===== src/hdl/audio_pwr_pkg.sv =====
/*
 * Constants and types shared by the audio power, reset and microphone pin logic.
 * Assumes a 100 MHz reference clock and the shared 16-bit register address space.
 */
package audio_pwr_pkg;

    // Register addresses in the controller address space
    localparam logic [15:0] CLK_CFG_ADDR = 16'hA037;
    localparam logic [15:0] CTRL_ADDR    = 16'hA038;
    localparam logic [15:0] DSUP_ADDR    = 16'hA06E;
    localparam logic [15:0] ASUP_ADDR    = 16'hA06F;
    localparam logic [15:0] WIN_BASE     = 16'hA100;
    localparam logic [15:0] WIN_SIZE     = 16'h00F0;
    localparam int          WIN_DEPTH    = 240;

    // Offset of the microphone pin-mode byte inside the audio window
    localparam logic [7:0]  MIC_CTRL_OFS = 8'h00;

    // Field positions
    localparam int SUP_EN_BIT     = 0;
    localparam int SUP_GOOD_BIT   = 1;
    localparam int CTRL_EN_BIT    = 0;
    localparam int CTRL_RST_BIT   = 1;
    localparam int CTRL_READY_BIT = 7;
    localparam int CLK_DIV_LSB    = 0;
    localparam int MIC_DIG_BIT    = 0;
    localparam int MIC_ST1_BIT    = 1;
    localparam int MIC_ST2_BIT    = 2;
    localparam int MIC_SEL_BIT    = 3;

    // Reset and fixed read values
    localparam logic [7:0] REG_RESET    = 8'h00;
    localparam logic [7:0] BLOCKED_READ = 8'h00;

    // Timing: reset hold and microphone clock half period, rounded up
    localparam int         CLK_PERIOD_PS = 10000;
    localparam int         RST_HOLD_NS   = 1000;
    localparam int         RST_HOLD_CYC  = (RST_HOLD_NS * 1000 + CLK_PERIOD_PS - 1) / CLK_PERIOD_PS;
    localparam logic [7:0] RST_HOLD_CNT  = 8'(RST_HOLD_CYC);
    localparam int         MIC_HALF_NS   = 200;
    localparam int         MIC_HALF_CYC  = (MIC_HALF_NS * 1000 + CLK_PERIOD_PS - 1) / CLK_PERIOD_PS;
    localparam logic [7:0] MIC_HALF_CNT  = 8'(MIC_HALF_CYC);

    // Power sequencer states
    typedef enum {SEQ_OFF, SEQ_WAIT, SEQ_HOLD, SEQ_RUN} seq_state_type;

    // Regulator enables or power-good reports
    typedef struct packed {
        logic analog;
        logic digital;
    } supply_type;

    // Microphone bits per data pin: [1] high-phase channel, [0] low-phase channel
    typedef struct packed {
        logic [1:0] first;
        logic [1:0] second;
    } mic_sample_type;

endpackage


===== src/hdl/audio_power_ctrl.sv =====
/*
 * Audio subsystem power enable, reset sequencing, register window gating
 * and shared microphone pin control.
 * Assumes the register port is arbitrated outside and runs on ref_clk;
 * regulator power-good reports and microphone data pins are asynchronous.
 */
`timescale 1ns/1ps

// How it works
// - Analog supply regulator enable is bit 0 of register 0xA06F.
// - Digital supply regulator enable is bit 0 of register 0xA06E.
// - Supply power-up automatically holds then releases the audio digital reset.
// - Soft reset bit in 0xA038 re-runs the reset hold on demand.
// - Enable bit in 0xA038 gates audio; disabled means clock and bias off.
// - Disabled audio blocks register access, stops clock, keeps stored values.
// - Audio window contents clear whenever the digital supply is not good.
// - Bias pins double as microphone clock and select; inputs as data.
// - Two microphone data pins, each mono or stereo, up to four microphones.
// - Audio registers occupy 240 bytes from base 0xA100.
module audio_power_ctrl
    import audio_pwr_pkg::*;
(
    // Clock and reset
    input  wire logic        ref_clk,
    input  wire logic        reset_n,
    // Register port
    input  wire logic [15:0] reg_addr,
    input  wire logic        reg_wr,
    input  wire logic        reg_rd,
    input  wire logic [7:0]  reg_wdata,
    output logic [7:0]       reg_rdata_r,
    output logic             reg_ack_r,
    // Regulators
    input  supply_type       supply_good,
    output supply_type       supply_en_r,
    // Audio core control
    output logic             audio_clock_en_r,
    output logic [1:0]       audio_clock_div_r,
    output logic             audio_reset_n_r,
    // Shared microphone pins
    input  wire logic        digital_mic_data_first,
    input  wire logic        digital_mic_data_second,
    output logic             left_mic_bias_out_r,
    output logic             right_mic_bias_out_r,
    output logic             digital_mic_clock_out,
    output logic             digital_mic_clock_oe_r,
    output logic             digital_mic_select_out_r,
    output logic             digital_mic_select_oe_r,
    // Captured microphone bits
    output mic_sample_type   mic_sample,
    output logic             mic_sample_valid
);

    localparam int HOLD_LO = 1;
    localparam int HOLD_HI = RST_HOLD_CYC + 1;

    supply_type     supply_meta_r;
    supply_type     supply_s_r;
    logic [1:0]     mic_meta_r;
    logic [1:0]     mic_s_r;
    logic [7:0]     clk_cfg_r;
    logic [7:0]     ctrl_r;
    logic [7:0]     dsup_r;
    logic [7:0]     asup_r;
    logic           soft_rst_r;
    logic [7:0]     win_r [0:WIN_DEPTH-1];
    logic [7:0]     rd_data;
    logic [7:0]     mic_ctrl;
    logic           mic_dig;
    logic           power_ok;
    seq_state_type  state_r;
    seq_state_type  state_nxt;
    logic [7:0]     hold_cnt_r;
    logic [7:0]     low_cnt_r;

    // Audio window hit
    function automatic logic in_window(input logic [15:0] addr);
        return (addr >= WIN_BASE) && (addr < WIN_BASE + WIN_SIZE);
    endfunction

    // Byte index inside the audio window
    function automatic logic [7:0] win_index(input logic [15:0] addr);
        logic [15:0] ofs;
        ofs = addr - WIN_BASE;
        return ofs[7:0];
    endfunction

    // Two-stage synchronisers for regulator reports and data pins
    always_ff @(posedge ref_clk or negedge reset_n) begin
        if (!reset_n) begin
            supply_meta_r <= '0;
            supply_s_r    <= '0;
            mic_meta_r    <= 2'b00;
            mic_s_r       <= 2'b00;
        end else begin
            supply_meta_r <= supply_good;
            supply_s_r    <= supply_meta_r;
            mic_meta_r    <= {digital_mic_data_first, digital_mic_data_second};
            mic_s_r       <= mic_meta_r;
        end
    end

    // Power control registers
    always_ff @(posedge ref_clk or negedge reset_n) begin
        if (!reset_n) begin
            clk_cfg_r <= REG_RESET;
            ctrl_r    <= REG_RESET;
            dsup_r    <= REG_RESET;
            asup_r    <= REG_RESET;
        end else if (reg_wr) begin
            case (reg_addr)
                CLK_CFG_ADDR: clk_cfg_r <= reg_wdata;
                ASUP_ADDR:    asup_r <= reg_wdata;
                DSUP_ADDR:    dsup_r <= reg_wdata;
                CTRL_ADDR: begin
                    ctrl_r               <= reg_wdata;
                    ctrl_r[CTRL_RST_BIT] <= 1'b0;      // Action bit, never stored
                end
                default: ;
            endcase
        end
    end

    // Soft reset request pulse
    always_ff @(posedge ref_clk or negedge reset_n) begin
        if (!reset_n) begin
            soft_rst_r <= 1'b0;
        end else begin
            soft_rst_r <= reg_wr && (reg_addr == CTRL_ADDR) && reg_wdata[CTRL_RST_BIT];
        end
    end

    // Audio window storage; cleared while the digital supply is down
    always_ff @(posedge ref_clk or negedge reset_n) begin
        if (!reset_n) begin
            for (int i = 0; i < WIN_DEPTH; i++) begin
                win_r[i] <= REG_RESET;
            end
        end else if (!supply_s_r.digital) begin
            for (int i = 0; i < WIN_DEPTH; i++) begin
                win_r[i] <= REG_RESET;
            end
        end else if (reg_wr && in_window(reg_addr) && audio_clock_en_r) begin
            win_r[win_index(reg_addr)] <= reg_wdata;
        end
    end

    // Read multiplexer
    always_comb begin
        rd_data = BLOCKED_READ;
        if (in_window(reg_addr)) begin
            if (audio_clock_en_r) begin
                rd_data = win_r[win_index(reg_addr)];
            end
        end else begin
            case (reg_addr)
                CLK_CFG_ADDR: rd_data = clk_cfg_r;
                CTRL_ADDR: begin
                    rd_data                 = ctrl_r;
                    rd_data[CTRL_READY_BIT] = audio_reset_n_r;
                end
                ASUP_ADDR: begin
                    rd_data               = asup_r;
                    rd_data[SUP_GOOD_BIT] = supply_s_r.analog;
                end
                DSUP_ADDR: begin
                    rd_data               = dsup_r;
                    rd_data[SUP_GOOD_BIT] = supply_s_r.digital;
                end
                default: rd_data = 8'h00;
            endcase
        end
    end

    // Read data and acknowledge one cycle after the request
    always_ff @(posedge ref_clk or negedge reset_n) begin
        if (!reset_n) begin
            reg_rdata_r <= 8'h00;
            reg_ack_r   <= 1'b0;
        end else begin
            reg_ack_r <= reg_rd || reg_wr;
            if (reg_rd) begin
                reg_rdata_r <= rd_data;
            end
        end
    end

    // Both regulators enabled and reporting good
    assign power_ok = supply_s_r.analog && supply_s_r.digital && asup_r[SUP_EN_BIT] && dsup_r[SUP_EN_BIT];

    // Sequencer next state
    always_comb begin
        state_nxt = state_r;
        case (state_r)
            SEQ_OFF: begin
                if (asup_r[SUP_EN_BIT] && dsup_r[SUP_EN_BIT]) begin
                    state_nxt = SEQ_WAIT;
                end
            end
            SEQ_WAIT: begin
                if (power_ok && ctrl_r[CTRL_EN_BIT]) begin
                    state_nxt = SEQ_HOLD;
                end
            end
            SEQ_HOLD: begin
                if (!power_ok || !ctrl_r[CTRL_EN_BIT]) begin
                    state_nxt = SEQ_WAIT;
                end else if (hold_cnt_r == RST_HOLD_CNT - 8'h01 && !soft_rst_r) begin
                    state_nxt = SEQ_RUN;
                end
            end
            SEQ_RUN: begin
                if (!power_ok || !ctrl_r[CTRL_EN_BIT]) begin
                    state_nxt = SEQ_WAIT;
                end else if (soft_rst_r) begin
                    state_nxt = SEQ_HOLD;
                end
            end
            default: state_nxt = SEQ_OFF;
        endcase
        if (!asup_r[SUP_EN_BIT] || !dsup_r[SUP_EN_BIT]) begin
            state_nxt = SEQ_OFF;
        end
    end

    // Sequencer state and hold counter
    always_ff @(posedge ref_clk or negedge reset_n) begin
        if (!reset_n) begin
            state_r    <= SEQ_OFF;
            hold_cnt_r <= 8'h00;
        end else begin
            state_r    <= state_nxt;
            // A soft reset during the hold restarts the count so the pulse is never lost
            hold_cnt_r <= (state_r == SEQ_HOLD && state_nxt == SEQ_HOLD && !soft_rst_r) ? hold_cnt_r + 8'h01 : 8'h00;
        end
    end

    // Supply enables, audio clock gate, divider and reset
    always_ff @(posedge ref_clk or negedge reset_n) begin
        if (!reset_n) begin
            supply_en_r       <= '0;
            audio_clock_en_r  <= 1'b0;
            audio_clock_div_r <= 2'b00;
            audio_reset_n_r   <= 1'b0;
        end else begin
            supply_en_r.analog  <= asup_r[SUP_EN_BIT];
            supply_en_r.digital <= dsup_r[SUP_EN_BIT];
            audio_clock_en_r    <= (state_nxt == SEQ_HOLD) || (state_nxt == SEQ_RUN);
            audio_clock_div_r   <= clk_cfg_r[CLK_DIV_LSB +: 2];
            audio_reset_n_r     <= (state_nxt == SEQ_RUN);
        end
    end

    assign mic_ctrl = win_r[MIC_CTRL_OFS];
    assign mic_dig  = mic_ctrl[MIC_DIG_BIT];

    // Pin sharing: analog bias or digital microphone drive, never both
    always_ff @(posedge ref_clk or negedge reset_n) begin
        if (!reset_n) begin
            left_mic_bias_out_r      <= 1'b0;
            right_mic_bias_out_r     <= 1'b0;
            digital_mic_clock_oe_r   <= 1'b0;
            digital_mic_select_oe_r  <= 1'b0;
            digital_mic_select_out_r <= 1'b0;
        end else begin
            left_mic_bias_out_r      <= audio_clock_en_r && !mic_dig;
            right_mic_bias_out_r     <= audio_clock_en_r && !mic_dig;
            digital_mic_clock_oe_r   <= audio_clock_en_r && mic_dig;
            digital_mic_select_oe_r  <= audio_clock_en_r && mic_dig;
            digital_mic_select_out_r <= mic_dig && mic_ctrl[MIC_SEL_BIT];
        end
    end

    // Microphone clock and capture, running only out of reset
    mic_port u_mic (
        .ref_clk       (ref_clk),
        .reset_n       (reset_n),
        .run           (audio_reset_n_r && mic_dig),
        .div_sel       (audio_clock_div_r),
        .stereo_first  (mic_ctrl[MIC_ST1_BIT]),
        .stereo_second (mic_ctrl[MIC_ST2_BIT]),
        .data_first    (mic_s_r[1]),
        .data_second   (mic_s_r[0]),
        .sample_r      (mic_sample),
        .clk_out_r     (digital_mic_clock_out),
        .valid_r       (mic_sample_valid)
    );

    // Cycles spent in reset with the audio clock running
    always_ff @(posedge ref_clk or negedge reset_n) begin
        if (!reset_n) begin
            low_cnt_r <= 8'h00;
        end else if (audio_clock_en_r && !audio_reset_n_r) begin
            low_cnt_r <= (low_cnt_r == 8'hFF) ? low_cnt_r : low_cnt_r + 8'h01;
        end else begin
            low_cnt_r <= 8'h00;
        end
    end
endmodule


===== src/hdl/mic_port.sv =====
/*
 * Digital microphone clock generator and two-pin data capture.
 * Assumes data inputs are already synchronised to ref_clk.
 */
`timescale 1ns/1ps
module mic_port
    import audio_pwr_pkg::*;
(
    // Clock and reset
    input  wire logic       ref_clk,
    input  wire logic       reset_n,
    // Control
    input  wire logic       run,
    input  wire logic [1:0] div_sel,
    input  wire logic       stereo_first,
    input  wire logic       stereo_second,
    // Synchronised data pins
    input  wire logic       data_first,
    input  wire logic       data_second,
    // Clock pin and captured bits
    output mic_sample_type  sample_r,
    output logic            clk_out_r,
    output logic            valid_r
);

    logic [7:0]     half_cnt_r;
    logic [7:0]     half_len;
    logic           edge_now;
    logic [1:0]     hi_r;

    // Half period stretched by the configured clock divider
    assign half_len = MIC_HALF_CNT << div_sel;
    assign edge_now = run && (half_cnt_r >= half_len - 8'h01);

    // Clock divider; the pin parks low while stopped
    always_ff @(posedge ref_clk or negedge reset_n) begin
        if (!reset_n) begin
            half_cnt_r <= 8'h00;
            clk_out_r  <= 1'b0;
        end else if (!run) begin
            half_cnt_r <= 8'h00;
            clk_out_r  <= 1'b0;
        end else if (edge_now) begin
            half_cnt_r <= 8'h00;
            clk_out_r  <= !clk_out_r;
        end else begin
            half_cnt_r <= half_cnt_r + 8'h01;
        end
    end

    // High-phase bit taken before the fall, pair completed before the rise
    always_ff @(posedge ref_clk or negedge reset_n) begin
        if (!reset_n) begin
            hi_r     <= 2'b00;
            sample_r <= '0;
            valid_r  <= 1'b0;
        end else begin
            valid_r <= 1'b0;
            if (edge_now && clk_out_r) begin
                hi_r <= {data_first, data_second};
            end
            if (edge_now && !clk_out_r) begin
                sample_r.first  <= {hi_r[1], stereo_first && data_first};
                sample_r.second <= {hi_r[0], stereo_second && data_second};
                valid_r         <= 1'b1;
            end
        end
    end
endmodule


===== config.mk =====
export PLATFORM = sky130hd
export DESIGN_NAME = audio_power_ctrl
export DESIGN_NICKNAME = d
export VERILOG_FILES = /design/src/hdl/audio_pwr_pkg.sv /design/src/hdl/audio_power_ctrl.sv /design/src/hdl/mic_port.sv
export SDC_FILE = /design/constraint.sdc
export NUM_CORES = 2
export LEC_CHECK = 0
export ABC_AREA = 1
export ABC_CLOCK_PERIOD_IN_PS = 1960
export CAP_MARGIN = 15
export CORE_MARGIN = 5
export CORE_UTILIZATION = 40
export DETAILED_ROUTE_END_ITERATION = 6
export DONT_BUFFER_PORTS = 1
export MAX_ROUTING_LAYER = met4
export PLACE_DENSITY_LB_ADDON = 0.25
export SLEW_MARGIN = 0
export SYNTH_ARGS = -nofsm -noshare
export SYNTH_HDL_FRONTEND = slang
export SYNTH_SLANG_ARGS = --single-unit

===== constraint.sdc =====
create_clock -name ref_clk -period 1.96 [get_ports ref_clk]
set_input_delay 0.098 -clock ref_clk [delete_from_list [all_inputs] [get_ports ref_clk]]
set_output_delay 0.098 -clock ref_clk [all_outputs]
set_load 0.05 [all_outputs]

==> impl_metrics.yaml <==
worst_setup_path:
  crit_fanout: 246
  critPathKind: "input port to register"
  critical_path_arrival_ps: 2950
  critPathLaunchType: "input port"
  crit_required_ps: 2740
  end_kind: "register"
cts:
  insertion_delay_ps: 860
  numCtsBuffers: 217
  htree_levels: 4
  cts.clk_slew.worst_paths_ps: 60
  cts_buffer_depth: 3
  cts_tree: "yes"
  cts_sinks: 2031
  cts_root_buf: "clkbuf_16"
route:
  drt_iter0_drc: 10820
  vias: 89430
  ant_nets: 0
  drt-wirelength-per-cell_um: 21.41
  dr.pass1.iters: 6
  routed_wl_um: 340300
  via_per_inst: 5.628
  post-route-drc-count: 0
layout:
  final_cells: 15890
  area_delta_synth_final_pct: 24.30
  drive_gt1_share_pct: 16.65
  postLayoutCoreUtil_pct: 49.92
  nets: 12580
grt:
  grt_remaining_overflow: 0
  grt_use_total_pct: 26.08
  grt_max_degree: 1155
  antenna_found_initial: 8
  grt_pass1_wl_um: 504300
  grt_pass1_vias: 84910
timing:
  period_needed_ps: 2165
  min_period_over_period_pct: 110.5
  max_slew.worst_pin.slew_ps: 1308
  holdWs_ps: -1059
  rsz0062_at_grt: "true"
  setup_viol: 27
  worst_slack_ps: -205.0
  hold_viol_final: 579
  relSlewSlack_pct: 12.78
  maxSlewViolCount: 0
  fmax_ghz: 0.4619
  skew_ps: 20.43
synth:
  yosys_warnings: 0
  synthFlopType: "dfrtp_1"
  synth_edf_count: 0
  synth.yosys.seq_area_share_pct: 53.21
  synth-async-reset-ratio_pct: 100.0
  ys_ff_latch: 2031
  yosysUniqueCellTypes: 39
  synthCells: 11780
  avgSynthCellArea_um2: 8.112
  syn_area_um2: 95520
outcome:
  status: "finished with violations"
  violations: "hold timing, setup timing"
min_path:
  hold_path.class: "input port to async pin"
die:
  die_x_um: 498.7
  die_area_um2: 248700
  start_util_pct: 40.16
  coreArea_um2: 237900
  ios: 58
  rows: 179
  die_h_um: 498.7
placed_design:
  gp_congestion: 0.9264
  post-dp-hpwl_um: 201600
  portBuffers: 0
  numPlacedInstances: 15370
power:
  p_leak_nw: 54.17
  peakVddDrop_uv: 720.1
  power_density_nw_per_um2: 759.3
run:
  max_cap_viol_count: 0
[cell families after synthesis]
kind of cell | Yosys count | share of synthesized area (%)
AO/OA/AOI/OAI | 2884 | 16.28
AND/OR/NAND/NOR | 4993 | 22.34
flip-flops | 2031 | 53.21
buffers and inverters | 1843 | 7.909
XOR/XNOR | 10 | 0.09169
other | 1 | 0.003926
adder cells (fa/ha/maj) | 13 | 0.1703
[flip-flops by register name, indices dropped and copies added, names as in the netlist, 8 cells and up]
signal,count
win_r,1912
state_r,32
clk_cfg_r,8
mic_ctrl,8
reg_rdata_r,8
hold_cnt_r,8
u_mic.half_cnt_r,8
[critical path: stages]
cell      delay [ps]
inv_8            230
buf_4            140
buf_4            380
buf_12           300
nand2_1          120
nand2_1          100
nand2_1           60
nand2_1           60
nor2_1            50
buf_4            150
nor2_1           130
nor2_1            60
nand2_1           60
nand2_1           40
nand2_1          100
buf_12           130
o21bai_4          50
buf_4            150
a21oi_1          130
[through the flow]
step / setup TNS, ps / instance area [µm²] / power [mW] / setup WS, ps / hold slack, ps
3_3_place_gp: -2478230 / 108800 / 47.73 / -2546 / -189.9
5_1_grt: -76500 / 118700 / 92.71 / -283.4 / -1102
3_5_place_dp: -2684880 / 108800 / 47.77 / -2597 / -190.1
6_report: -1923 / 118700 / 90.16 / -205.0 / -1059
4_1_cts: -10380 / 117100 / 89.88 / -225.4 / -1127
2_1_floorplan: -1696 / 95650 / 45.05 / -174.3 / -197.6
[routing by layer]
metal	track usage, %	up-vias	routed length, µm
li1	-	40890	-
met1	36.36	43920	147200
met2	39.02	3972	152100
met3	3.642	656	27760
met4	9.448	0	13160
met5	-	-	0
[layout by cell type (no fill, tap or decap), drive strengths merged, types with 186 or more instances in the layout]
cell type  netlist  routed
nor2           472     472
nand3         1253    1253
nand4          186     186
o22ai          762     762
clkbuf         463     352
o21ai         1905    1905
inv            838     842
buf            540    1435
nand2         3064    3064
dfrtp         2031    2031
[final timing paths]
path | start | slack [ps] | cells after the start | to
worst max-delay path | reg_addr[1] | -210 | 19 | reg_rdata_r[0]
max in group asynchronous | reset_n | 70 | 5 | win_r[463]
worst max register to register | win_r[32] | -160 | 14 | reg_rdata_r[0]
min in group ref_clk | reg_addr[2] | 70 | 4 | win_r[412]
worst min-delay path | reset_n | -1060 | 0 | u_mic.sample_r[3]
worst min register to register | supply_meta_r[1] | 350 | 0 | supply_s_r[1]
[cell usage after synthesis (all sizes together) (3+ instances only)]
cell type / instances / area (µm²)
nand3b: 4 / 30.03
nand3: 1253 / 6326
clkbuf: 463 / 1742
xnor2: 3 / 26.28
nor2: 472 / 1872
nand4: 186 / 1513
ha: 13 / 162.7
xor2: 7 / 61.31
nor4: 3 / 18.77
nor3: 8 / 40.04
nand2: 3064 / 11520
o22ai: 762 / 4767
o21ai: 1905 / 9534
dfrtp: 2031 / 50820
a22oi: 50 / 375.4
inv: 838 / 3146
buf: 540 / 2660
a211oi: 8 / 60.06
a21oi: 152 / 760.7
o21bai: 3 / 22.52
[timing repair]
item,in CTS,in global routing
hold endpoints to repair,2643,568
buffers inserted,1,31
setup endpoints to repair,1148,2457
pin swaps,10,95
cloned,8,21
gates resized for setup,84,301
hold buffers,55,2
[layout make-up]
type | count | area [µm²]
repair buffers | 1517 | 15240
flip-flops and latches | 2031 | 50830
diodes | 12 | 30.03
multi-input cells | 7930 | 38190
clock buffers | 333 | 6580
fillers | 22230 | 119100
inverters | 840 | 3202
well taps | 3167 | 3963
clock inverters | 61 | 694.4
[where the power goes]
part / switching [mW] / total [mW] / leakage, nW / internal, mW
clock network: 17.6 / 42.1 / 3.60 / 24.5
logic: 4.53 / 6.00 / 22.3 / 1.47
registers: 0.0736 / 42.1 / 28.3 / 42.0
Note: power is estimated with default switching activity, not from simulation.
